<file path="src/verilog/mcr_pkg.sv">
/*
 * constants, field layouts and carrier types of the metering
 * configuration register bank (computation mode and channel gain).
 * assumes a 16-bit register port addressed by the printed offsets.
 */
package mcr_pkg;

	// register offsets on the host port
	localparam logic [15:0] COMPUTATION_MODE_OFFSET = 16'hE60E;
	localparam logic [15:0] CHANNEL_GAIN_SELECT_OFFSET = 16'hE60F;

	// reset values
	localparam logic [15:0] COMPUTATION_MODE_RESET = 16'h01FF;
	localparam logic [15:0] CHANNEL_GAIN_SELECT_RESET = 16'h0000;

	// bits that hold state; the rest read as zero
	localparam logic [15:0] COMPUTATION_MODE_MASK = 16'h7FFF;
	localparam logic [15:0] CHANNEL_GAIN_SELECT_MASK = 16'h01FF;

	// highest gain code that selects a real gain (x16)
	localparam logic [2:0] GAIN_CODE_MAX = 3'h4;
	localparam logic [2:0] GAIN_CODE_UNITY = 3'h0;

	// angle measurement pair codes
	typedef enum logic [1:0] {
		ANGLE_VOLT_CURR = 2'h0,
		ANGLE_VOLT_VOLT = 2'h1,
		ANGLE_CURR_CURR = 2'h2,
		ANGLE_NONE = 2'h3
	} mcr_angle_code_type;

	// computation mode register, msb first
	typedef struct packed {
		logic spare;
		logic line_freq_select;
		logic [2:0] nominal_volt_use;
		mcr_angle_code_type angle_pair_select;
		logic [2:0] pulse3_phase_include;
		logic [2:0] pulse2_phase_include;
		logic [2:0] pulse1_phase_include;
	} mcr_cmode_type;

	// channel gain select register, msb first
	typedef struct packed {
		logic [6:0] spare;
		logic [2:0] phase_voltage_gain;
		logic [2:0] neutral_current_gain;
		logic [2:0] phase_current_gain;
	} mcr_gain_type;

	// effective gain codes seen by the front end (0..4 = x1..x16)
	typedef struct packed {
		logic [2:0] phase_voltage_gain;
		logic [2:0] neutral_current_gain;
		logic [2:0] phase_current_gain;
	} mcr_gain_eff_type;

	// angle measurement enables, at most one set
	typedef struct packed {
		logic curr_curr;
		logic volt_volt;
		logic volt_curr;
	} mcr_angle_en_type;

endpackage

</file>
<file path="src/verilog/mcr_config_regs.sv">
/*
 * metering configuration register bank: computation mode and channel
 * gain registers with their decoded controls, the nominal voltage
 * substitution for apparent power and the per-output phase summing with
 * a digital-to-frequency converter for the three pulse outputs.
 * assumes per-phase power samples, rms voltages and the nominal voltage
 * come from logic on clk; the host port follows the plain strobe protocol.
 */
// Our own choice: the strobed register port.
//
// Contract
// - bits 0..2 of computation mode put phase a, b, c into the first pulse output sum, each resetting to 1.
// - bits 3..5 put phase a, b, c into the second pulse output sum, each resetting to 1.
// - bits 6..8 put phase a, b, c into the third pulse output sum, each resetting to 1.
// - bits 10:9 pick volt-current, volt-volt, current-current or no angle measurement, resetting to 00.
// - bits 11..13 make phase a, b, c apparent power use the nominal voltage instead of rms, resetting to 0.
// - bit 15 of computation mode resets to 0 and controls nothing.
// - gain bits 2:0 pick phase current gain 1,2,4,8,16 for codes 0..4, codes 5..7 acting as 0, reset 0.
// - gain bits 5:3 pick neutral current gain the same way, codes 5..7 acting as 0, reset 0.
// - gain bits 8:6 pick phase voltage gain the same way, codes 5..7 acting as 0, reset 0.
// - gain bits 15:9 reset to zero and control nothing.
// - each pulse output rate follows the magnitude of the sum of the chosen power over its enabled phases.
`timescale 1ns/100ps

module mcr_config_regs #(
	parameter int PWR_W = 24,
	parameter int NOMINAL_VOLTAGE_VALUE_W = 24,
	parameter int ACC_W = 32
) (
	clk,
	rst_n,
	reg_addr,
	reg_wdata,
	reg_wr,
	reg_rd,
	reg_rdata,
	phase_power,
	rms_voltage,
	nominal_voltage_value,
	mode_cfg,
	gain_eff,
	angle_en,
	line_freq_select,
	apparent_voltage,
	pulse_sum,
	pulse_out_1,
	pulse_out_2,
	pulse_out_3
);
	input wire logic clk;
	input wire logic rst_n;
	input wire logic [15:0] reg_addr;
	input wire logic [15:0] reg_wdata;
	input wire logic reg_wr;
	input wire logic reg_rd;
	output logic [15:0] reg_rdata;
	input wire logic [2:0][2:0][PWR_W-1:0] phase_power;
	input wire logic [2:0][NOMINAL_VOLTAGE_VALUE_W-1:0] rms_voltage;
	input wire logic [NOMINAL_VOLTAGE_VALUE_W-1:0] nominal_voltage_value;
	output mcr_pkg::mcr_cmode_type mode_cfg;
	output mcr_pkg::mcr_gain_eff_type gain_eff;
	output mcr_pkg::mcr_angle_en_type angle_en;
	output logic line_freq_select;
	output logic [2:0][NOMINAL_VOLTAGE_VALUE_W-1:0] apparent_voltage;
	output logic [2:0][PWR_W+1:0] pulse_sum;
	output logic pulse_out_1;
	output logic pulse_out_2;
	output logic pulse_out_3;

	localparam int SUM_W = PWR_W + 2;

	// refuse widths the converter cannot serve
	generate
		if (PWR_W < 2 || NOMINAL_VOLTAGE_VALUE_W < 1 || ACC_W < SUM_W) begin : g_bad_width
			$error("mcr_config_regs: need PWR_W >= 2, NOMINAL_VOLTAGE_VALUE_W >= 1 and ACC_W >= PWR_W + 2");
		end
	endgenerate

	// whole state of the block
	typedef struct packed {
		mcr_pkg::mcr_cmode_type cmode;
		mcr_pkg::mcr_gain_type gain;
		logic [15:0] rdata;
		mcr_pkg::mcr_gain_eff_type gain_eff;
		mcr_pkg::mcr_angle_en_type angle_en;
		logic [2:0][NOMINAL_VOLTAGE_VALUE_W-1:0] app_volt;
		logic [2:0][SUM_W-1:0] sum;
		logic [2:0][ACC_W-1:0] acc;
		logic [2:0] pulse;
	} mcr_state_type;

	mcr_state_type state_q;
	mcr_state_type state_d;

	// reserved gain codes fall back to unity
	function automatic logic [2:0] mcr_gain_code(input logic [2:0] code);
		logic [2:0] eff;
		eff = (code > mcr_pkg::GAIN_CODE_MAX) ? mcr_pkg::GAIN_CODE_UNITY : code;
		return eff;
	endfunction

	// phase-included sum of one output's power samples
	function automatic logic [SUM_W-1:0] mcr_phase_sum(input logic [2:0] phase_en,
			input logic [2:0][PWR_W-1:0] power);
		logic signed [SUM_W-1:0] total;
		total = '0;
		for (int p = 0; p < 3; p++) begin
			if (phase_en[p]) begin
				total = total + SUM_W'($signed(power[p]));
			end
		end
		return total;
	endfunction

	// magnitude of a signed sum, for the frequency converter
	function automatic logic [SUM_W-1:0] mcr_magnitude(input logic [SUM_W-1:0] value);
		logic [SUM_W-1:0] mag;
		mag = value[SUM_W-1] ? SUM_W'(-$signed(value)) : value;
		return mag;
	endfunction

	// next-state logic: register port, decoders and pulse datapath
	always_comb begin
		logic [2:0] phase_en;
		logic [ACC_W:0] acc_next;
		logic [SUM_W-1:0] mag;
		phase_en = '0;
		acc_next = '0;
		mag = '0;
		state_d = state_q;

		// host writes; reserved bits never take a one
		if (reg_wr && reg_addr == mcr_pkg::COMPUTATION_MODE_OFFSET) begin
			state_d.cmode = mcr_pkg::mcr_cmode_type'(reg_wdata & mcr_pkg::COMPUTATION_MODE_MASK);
		end
		if (reg_wr && reg_addr == mcr_pkg::CHANNEL_GAIN_SELECT_OFFSET) begin
			state_d.gain = mcr_pkg::mcr_gain_type'(reg_wdata & mcr_pkg::CHANNEL_GAIN_SELECT_MASK);
		end

		// host reads: data in the following cycle, unmapped reads zero
		state_d.rdata = '0;
		if (reg_rd) begin
			if (reg_addr == mcr_pkg::COMPUTATION_MODE_OFFSET) begin
				state_d.rdata = 16'(state_q.cmode) & mcr_pkg::COMPUTATION_MODE_MASK;
			end else if (reg_addr == mcr_pkg::CHANNEL_GAIN_SELECT_OFFSET) begin
				state_d.rdata = 16'(state_q.gain) & mcr_pkg::CHANNEL_GAIN_SELECT_MASK;
			end
		end

		// effective gain codes for the three channel groups
		state_d.gain_eff.phase_current_gain = mcr_gain_code(state_q.gain.phase_current_gain);
		state_d.gain_eff.neutral_current_gain = mcr_gain_code(state_q.gain.neutral_current_gain);
		state_d.gain_eff.phase_voltage_gain = mcr_gain_code(state_q.gain.phase_voltage_gain);

		// angle measurement pair decode
		state_d.angle_en = '0;
		unique case (state_q.cmode.angle_pair_select)
			mcr_pkg::ANGLE_VOLT_CURR: state_d.angle_en.volt_curr = 1'b1;
			mcr_pkg::ANGLE_VOLT_VOLT: state_d.angle_en.volt_volt = 1'b1;
			mcr_pkg::ANGLE_CURR_CURR: state_d.angle_en.curr_curr = 1'b1;
			mcr_pkg::ANGLE_NONE: state_d.angle_en = '0;
		endcase

		// voltage used for apparent power, per phase
		for (int p = 0; p < 3; p++) begin
			state_d.app_volt[p] = state_q.cmode.nominal_volt_use[p] ? nominal_voltage_value : rms_voltage[p];
		end

		// per-output phase sums and frequency conversion
		for (int k = 0; k < 3; k++) begin
			unique case (k)
				0: phase_en = state_q.cmode.pulse1_phase_include;
				1: phase_en = state_q.cmode.pulse2_phase_include;
				default: phase_en = state_q.cmode.pulse3_phase_include;
			endcase
			state_d.sum[k] = mcr_phase_sum(phase_en, phase_power[k]);
			mag = mcr_magnitude(state_q.sum[k]);
			acc_next = {1'b0, state_q.acc[k]} + (ACC_W+1)'(mag);
			state_d.acc[k] = acc_next[ACC_W-1:0];
			state_d.pulse[k] = acc_next[ACC_W];
		end
	end

	// state register
	always_ff @(posedge clk or negedge rst_n) begin
		if (!rst_n) begin
			state_q.cmode <= mcr_pkg::mcr_cmode_type'(mcr_pkg::COMPUTATION_MODE_RESET);
			state_q.gain <= mcr_pkg::mcr_gain_type'(mcr_pkg::CHANNEL_GAIN_SELECT_RESET);
			state_q.rdata <= '0;
			state_q.gain_eff <= '0;
			state_q.angle_en <= 3'h1; // volt-current pair after reset
			state_q.app_volt <= '0;
			state_q.sum <= '0;
			state_q.acc <= '0;
			state_q.pulse <= '0;
		end else begin
			state_q <= state_d;
		end
	end

	// outputs straight from the state register
	assign reg_rdata = state_q.rdata;
	assign mode_cfg = state_q.cmode;
	assign gain_eff = state_q.gain_eff;
	assign angle_en = state_q.angle_en;
	assign line_freq_select = state_q.cmode.line_freq_select;
	assign apparent_voltage = state_q.app_volt;
	assign pulse_sum = state_q.sum;
	assign pulse_out_1 = state_q.pulse[0];
	assign pulse_out_2 = state_q.pulse[1];
	assign pulse_out_3 = state_q.pulse[2];

endmodule

</file>
<file path="config.mk">
export PLATFORM = sky130hd
export DESIGN_NAME = mcr_config_regs
export DESIGN_NICKNAME = d
export VERILOG_FILES = /design/src/verilog/mcr_pkg.sv /design/src/verilog/mcr_config_regs.sv
export SDC_FILE = /design/constraint.sdc
export NUM_CORES = 1
export LEC_CHECK = 0
export BUFFER_PORTS_ARGS = -buffer_cell sky130_fd_sc_hd__buf_4
export CORE_UTILIZATION = 26
export CTS_BUF_LIST = sky130_fd_sc_hd__clkbuf_8
export CTS_CLUSTER_SIZE = 25
export DETAILED_ROUTE_END_ITERATION = 16
export PLACE_DENSITY = 0.54
export SLEW_MARGIN = 40
export SYNTH_ARGS = -nofsm -noshare
export SYNTH_HDL_FRONTEND = slang
export SYNTH_SLANG_ARGS = --single-unit
</file>
<file path="constraint.sdc">
create_clock -name clk -period 9 [get_ports clk]
set_input_delay 0 -clock clk [delete_from_list [all_inputs] [get_ports clk]]
set_output_delay 0 -clock clk [all_outputs]
set_load 0.03 [all_outputs]
</file>
# After elaboration in Yosys (flattened, before gate mapping)
# Index checks and enable logic that the tools add are counted.
op_classes:
  div: 0
  magnitude_cmp: 3
  n_reduce_logical: 3
  n_shift: 0
  n_eq_ne: 4
  muxes: 24
  addsub: 12
  bitwise_logic: 0
  n_mul: 0
op_table:
  columns: ["cell", "count"]
  rows:
  - ["two-way mux 26 bit", 12]
  - ["adder 26 x 24 -> 26 bit", 6]
  - ["adder 32 x 26 -> 33 bit", 3]
  - ["negation 26 bit", 3]
  - ["two-way mux 24 bit", 3]
  - ["equality test 16 bit (second input constant)", 2]
  - ["two-way mux 16 bit", 2]
  - ["> comparator 3 bit (second input constant)", 3]
  - ["two-way mux 3 bit", 3]
  - ["two-way mux 9 bit", 1]
  - ["two-way mux 1 bit", 3]
  - ["equality test 2 x 1 -> 1 bit (second input constant)", 1]
  - ["equality test 2 bit (second input constant)", 1]
  - ["logical AND 1 bit", 2]
  - ["logical NOT 2 bit", 1]
word_totals:
  latch_bits: 0
  ramBits: 0
  ff_bits: 301
  inputBits: 348
  mem_bits_ro: 0
  memories: 0

# Depth between registers and ports, before layout
# Gate-level depths: netlist of the first run.
depth:
  ltp_word: 5
  mapped_depth: 26
  ltp_nobuf: 23

# Worst setup path before layout of the first run
# Ideal clock, no wire load.
synth_path:
  kind: "register to register"
  start: "register state_q (netlist bit mode_cfg[0])"
  end: "register state_q (netlist bit pulse_sum[24])"
  arrival_time_ns: 5.415
  slack_ns: 3.460
  stages_incl_launch_ff: 26
  required_ns: 8.875
  path_cell_list: "dfstp_2 > buf_2 > clkbuf_1 > clkbuf_1 > nand2_1 > inv_1 > ha_1 > a41o_1 > a21oi_1 > o21ai_1 > or3_1 > maj3_1 > a21oi_1 > xor2_1 > mux2i_1 > ha_1 > and3_1 > nor3b_1 > nor4b_1 > o31ai_1 > a21oi_1 > o31a_1 > o21a_1 > o41ai_2 > xnor2_1 > mux2_2"
synth_rtl:
  columns: ["element", "line", "source"]
  rows:
  - ["from (decl)", "mcr_config_regs.sv:92", "mcr_state_type state_q;"]
  - ["from (signal assigned)", "mcr_config_regs.sv:197", "state_q <= state_d;"]

==> run metrics, run 1 <==
maxcap violations=0; largest net degree at the start of global routing=141; Synth area leaders=dfrtp_1 (29%), ha_1 (11%), xnor2_1 (7.3%), mux2_2 (6.6%), buf_4 (5.8%); Vias=~22000; CTS max path bufs=3; Worst-Margin Slew=between 0.8 and 0.9 ns; Max VDD drop=~0.00017 V; Syn Std Cell Area=roughly 0.025 mm2; library cells used by synthesis=around 90; IO Pins=546; critical path type=reg2reg; share of layout cells above drive strength 1=24.1%; Setup Skew=~0.039 ns; Rows=113; Hold Path Class=in2reg; critical path required time=9.55 ns; Static Leak=around 15 nW; commonest non-fill, non-tap cell in the layout=buf_4; die area=a little under 0.1 mm2; status=finished, final reports clean; Num CTS Buffers=between 50 and 60; DRT iter0 DRCs=~1100; r2r setup slk=between 2 and 2.5 ns; fin crit share=76.5%; Die Span Y=~310 um; Seq/Total Area, Yosys=~30%; routed length per instance=about 18 um; # port buffers=approximately 540; Tmin final=6.88 ns; CP startpoint kind=register; Via density=4.67; Final setup viols=0; Main synth FF type=dfrtp_1; crit path DAT=roughly 7.4 ns; Avg Cell Area, Syn=9.18 um2; final hold violations=0; Initial Util=26.3%; htree depth=2; CTS clk-pin slew, worst paths=roughly 0.06 ns; Die W=313 um; vias in the first global route=22400; CTS root buf=clkbuf_8; Power Dens Cells=slightly above 200 mW/mm2; Antenna Nets Post-Route=0; drc violations=0; R2R cell count=23; all-layer global routing usage=16.6%; Final Core Density=between 30% and 40%; Filler Cell Count=about 9800; cells after synthesis=~2700; first-pass GRT wire length=128000 um; RSZ-0062 raised after global routing=false; Final Max Slew Viols=0; Post-CTS Repair Setup Buffers=0; worst skew pair latency=approximately 0.67 ns; Layout Nets=4009; Yosys top cell by area=dfrtp_1; YS warnings=0; first drt pass iteration count=5; reg2reg end=pulse_sum[73]$_DFF_PN0_; Async SR Flop Fraction=100%; commonest cells after routing, fill and taps aside=buf_4 (548), dlygate4sd3_1 (339), dfrtp_1 (290), ha_1 (222), xnor2_1 (208); number of flops mapped to enable cells by yosys=0; worst r2r src=mode_cfg[6]$_DFFE_PN1P_; top cell type's share of synthesized area=roughly 29%; CP endpoint kind=register; GPL Wtd Cong=0.909; CP Max Fanout=30; HPWL Detailed=~65000 um; final wirelength=about 84000 um; CORE AREA=0.0953 mm2; Area Overhead vs Synth=34.9%; setup tns final=0 ns; gr ovfl total=0; CTS sink cnt=300; Slew HR=a little over two fifths; Hold Crit Depth=4; CTS tree=yes; initial antenna violation count=22; FF+latch count, synth=300; hold endpoint=pulse_sum[21]$_DFF_PN0_; Fmax=approximately 150 MHz; Hold Startpoint=phase_power[21]
## worst max-delay path, stage by stage (launching register included)
cell	delay, ns
dfstp_2	0.85
and2_1	0.22
ha_1	0.19
fa_1	0.26
a21oi_1	0.06
o22ai_1	0.19
a22oi_1	0.17
o21ai_1	0.25
nor2_1	0.10
o31ai_1	0.62
a21boi_0	0.23
xnor2_1	0.17
mux2_2	0.29
ha_1	0.43
nand2_1	0.08
nor2_1	0.12
nor4b_1	0.57
o21ai_0	0.25
nand2b_1	0.13
a21oi_1	0.10
xnor2_1	0.14
dlygate4sd3_1	0.56
mux2_2	0.26
dlygate4sd3_1	0.55
## timing repair
action,4_1_cts,5_1_grt
resized for setup,0,0
hold endpoints to repair,274,0
hold buffers,340,0
## kinds of logic (layout without fill, tap and decap cells)
logic type,count (synthesis),count (layout),synth area share [%]
and+or+nand+nor,667,667,13.3
buffers and inverters,365,1108,8.38
AOI/OAI and AO/OA,690,690,18.1
DFF,300,300,30.0
muxes,177,177,7.82
adders and majority gates,247,247,12.4
other,1,10,0.0149
xor gates and xnor gates,287,287,10.0
## how the worst max path moves through the flow
stage | end | startpoint | slack, ns
finish | pulse_sum[73]$_DFF_PN0_ | mode_cfg[6]$_DFFE_PN1P_ | 2.12
global route | pulse_sum[73]$_DFF_PN0_ | mode_cfg[6]$_DFFE_PN1P_ | 1.60
CTS | pulse_sum[19]$_DFF_PN0_ | mode_cfg[0]$_DFFE_PN1P_ | 2.11
detailed placement | pulse_sum[24]$_DFF_PN0_ | mode_cfg[0]$_DFFE_PN1P_ | 2.74
global placement | pulse_sum[24]$_DFF_PN0_ | mode_cfg[0]$_DFFE_PN1P_ | 2.75
floorplan | pulse_sum[24]$_DFF_PN0_ | mode_cfg[0]$_DFFE_PN1P_ | 3.46
## flip-flops by register name (all words and copies together), names as in the netlist
register / cells
line_freq_select: 1
apparent_voltage: 72
state_q: 105
gain_eff: 9
pulse_sum: 78
angle_en: 3
pulse_out_2: 1
mode_cfg: 14
pulse_out_1: 1
pulse_out_3: 1
reg_rdata: 15
## cell usage after synthesis (38+ instances only)
| master | n |
|---|---|
| nor2_1 | 142 |
| xnor2_1 | 208 |
| ha_1 | 222 |
| o21ai_0 | 118 |
| clkbuf_1 | 50 |
| and2_1 | 53 |
| nor2b_1 | 38 |
| a21o_1 | 98 |
| buf_4 | 194 |
| mux2_2 | 148 |
| inv_1 | 107 |
| a21oi_1 | 194 |
| nand2_1 | 203 |
| xor2_1 | 79 |
| dfrtp_1 | 290 |
## routing by layer
layer  global-route usage (%)  routed length [um]  up-vias
met1                     19.8               35200    10400
met5                        0                 166        -
met3                     5.51                6790      150
li1                         -                   -    11000
met4                     5.75                2570       26
met2                     27.8               39100      654
## report_power, final
group | switching, mW | leakage (nW) | internal (mW)
clock | 0.643 | 0.710 | 0.790
sequential | 0.195 | 3.59 | 1.68
combinational | 1.86 | 11.1 | 1.71
total | 2.70 | 15.4 | 4.18
## per-stage QoR
| stage | total power [mW] | setup slack (ns) | hold slack [ns] | area, um2 | instances |
|---|---|---|---|---|---|
| detailed placement | 5.27 | 2.74 | 0.100 | 29200 | 4293 |
| finish | 6.88 | 2.12 | 0.0531 | 33900 | 4751 |
| global placement | 5.25 | 2.75 | 0.0929 | 29200 | 4293 |
| CTS | 6.95 | 2.11 | 0.00337 | 33800 | 4742 |
| floorplan | 4.54 | 3.46 | -0.296 | 25100 | 2735 |
| global route | 7.47 | 1.60 | 0.00435 | 33900 | 4749 |
## area by class of cell
type | count | area [um2] | area share (%)
sequential | 300 | 7530 | 22.2
antenna | 8 | 20.0 | 0.0591
multi-input combinational | 2070 | 15500 | 45.7
tap | 1265 | 1580 | 4.67
inverter | 107 | 402 | 1.19
clock buffer | 73 | 1000 | 2.97
clock inverter | 36 | 225 | 0.665
timing repair buffer | 892 | 7610 | 22.5
No activity file was read; power rests on OpenSTA's default activity.
==> run 2, diff against run 1 <==
Settings changed: PLACE_DENSITY 0.54 to 0.56.
Clock period 9 ns to 6.2 ns, I/O delays scaled along.
==> run 2 against run 1 <==
  * Hold slack better by 0.015 ns
  * Design area rose by 2.1%
  * Via count increased by 1.4%
  * Global-route usage increased by 0.60 points
  * Non-clock buffer count increased by 30
  * Register-to-register slack worse by 1.8 ns
  * Largest power group unchanged
==> run metrics, run 2 (synthesis gave the netlist of run 1 again) <==
# port buffers=542; Antenna Nets Post-Route=0; routed length per instance=about 18 um; largest reg by FF count=state_q; Via density=roughly 4.7; DRT iter0 DRCs=1225; Final Max Slew Viols=0; first-pass GRT wire length=approximately 130000 um; worst skew pair latency=~0.70 ns; Worst-Margin Slew=about 0.77 ns; Placed Instances=about 4300; setup ws final=between 0.3 and 0.4 ns; P_sw=between 4 and 5 mW; CTS tree=yes; CTS max path bufs=3; CP Max Fanout=10; Die W=between 300 and 400 um; CORE AREA=around 0.095 mm2; commonest non-fill, non-tap cell in the layout=buf_4; drc violations=0; final instance area=0.0346 mm2; Top delay family on crit path=compound AO/OA/AOI/OAI gates; Final setup viols=0; critical path required time=6.82 ns; fin crit share=94.4%; Layout Nets=~4000; Slew HR=approximately 49%; all-layer global routing usage=17.2%; dpl ws=roughly 0.54 ns; Setup Skew=~0.047 ns; Fmax=~170 MHz; max reg flops=around 110; RSZ-0062 raised after global routing=false; gr ovfl total=0; combinational share of power=49.6%; die area=around 0.098 mm2; placed cell areas=0.0292 mm2; Max VDD drop=about 0.00019 V; setup tns final=0 ns; share of layout cells above drive strength 1=between 20% and 30%; Max stage delay on crit path=around 0.57 ns; final hold violations=0; commonest cells after routing, fill and taps aside=buf_4 (555), dlygate4sd3_1 (359), dfrtp_1 (289), ha_1 (222), xnor2_1 (207); Post-Layout Cell Count=between 4000 and 5000; CTS root buf=clkbuf_8; Top cell by count, worst path=a21oi_1; Hold Path Class=in2reg; Static Leak=roughly 16 nW; Crit path buffers/inverters=2; CTS sink cnt=300; Num CTS Buffers=60; critical path type=reg2reg; cell internal pwr=6.51 mW; first drt pass iteration count=7; CP startpoint kind=register; CP cell instances=and2_1 -> ha_1 -> fa_1 -> maj3_1 -> a22o_1 -> a21oi_1 -> nor2_1 -> nor2_1 -> xnor2_1 -> nand2_1 -> xnor2_2 -> ha_1 -> a21oi_1 -> o21ai_0 -> nand2_1 -> o31ai_1 -> and2_1 -> a21boi_0 -> o21bai_1 -> xnor2_1 -> dlygate4sd3_1 -> a21oi_1 -> dlygate4sd3_1; GPL Wtd Cong=roughly 0.93; CTS clk-pin slew, worst paths=0.06 ns; HPWL Detailed=66700 um; Die Span Y=between 300 and 400 um; htree depth=2; Filler Cell Count=~9600; slowest stage cell, crit path=dlygate4sd3_1; sw frac=between 30% and 40%; Initial Util=a little over a quarter; IO Pins=around 550; crit path DAT=~6.5 ns; Vias=~23000; Seq pwr share=25.9%; Power Dens Cells=between 300 and 400 mW/mm2; Rows=about 110; Tmin final=between 5 and 6 ns; Area Overhead vs Synth=37.8%; initial antenna violation count=17; status=finished, final reports clean; largest net degree at the start of global routing=around 130; CP endpoint kind=register; final wirelength=between 80000 and 90000 um; maxcap violations=0; vias in the first global route=approximately 23000; clock share of power=24.5%
-- run 2: power groups by stage --
stage,sequential [mW],combinational (mW),clock [mW]
3_3_place_gp,2.75,4.86,0
2_1_floorplan,2.66,3.92,0
4_1_cts,2.73,5.20,2.68
5_1_grt,2.78,5.80,2.76
6_report,2.72,5.22,2.58
3_5_place_dp,2.76,4.90,0
-- run 2: layer usage --
metal | global-route usage (%) | up-vias | part of all wire (%)
met2 | 29.0 | 637 | 47
met4 | 5.69 | 16 | 3.1
met1 | 21.4 | 10600 | 43
met3 | 4.29 | 140 | 6.7
li1 | - | 11100 | -
met5 | 0 | - | 0.13
-- run 2: tightest hold or removal path, stage by stage --
cell and delay (ns):
buf_4 0.07, or4b_2 0.11, nor3_1 0.07, nand2_1 0.07
buf_4 0.27, nor2_1 0.08
-- run 2: timing repair --
item | 4_1_cts | 5_1_grt
resized for setup | 0 | 20
hold buffers | 360 | 0
setup endpoints to repair | 0 | 12
endpoints found under the hold margin | 477 | 0
setup buffers | 0 | 4
-- run 2: layout make-up --
cell class                 count  area [um2]  area share (%)
inverter                     107         402            1.16
tap                         1265        1580            4.58
timing repair buffer         922        7940            23.0
multi-input combinational   2070       15600            45.1
antenna                       10        25.0          0.0724
clock buffer                  76        1050            3.02
sequential                   300        7530            21.8
clock inverter                37         475            1.37
-- run 2: final timing paths --
path / startpoint / end / slack, ns / depth (start not counted)
max in group asynchronous: rst_n / pulse_sum[62]$_DFF_PN0_ / 4.90 / 5
max: mode_cfg[3]$_DFFE_PN1P_ / pulse_sum[43]$_DFF_PN0_ / 0.35 / 23
max reg2reg: mode_cfg[3]$_DFFE_PN1P_ / pulse_sum[43]$_DFF_PN0_ / 0.35 / 23
min in group asynchronous: rst_n / mode_cfg[3]$_DFFE_PN1P_ / 0.50 / 3
min reg2reg: state_q[98]$_DFF_PN0_ / state_q[98]$_DFF_PN0_ / 0.46 / 1
min: reg_addr[4] / reg_rdata[2]$_DFF_PN0_ / 0.07 / 6
-- run 2: metrics by stage --
stage / power, mW / util, % / hold WS (ns)
floorplan: 6.58 / - / -0.296
global route: 11.3 / 36.3 / 0.0346
CTS: 10.6 / 36.1 / 0.00974
global placement: 7.61 / 30.6 / -0.0494
detailed placement: 7.66 / 30.7 / -0.0488
finish: 10.5 / 36.3 / 0.0678
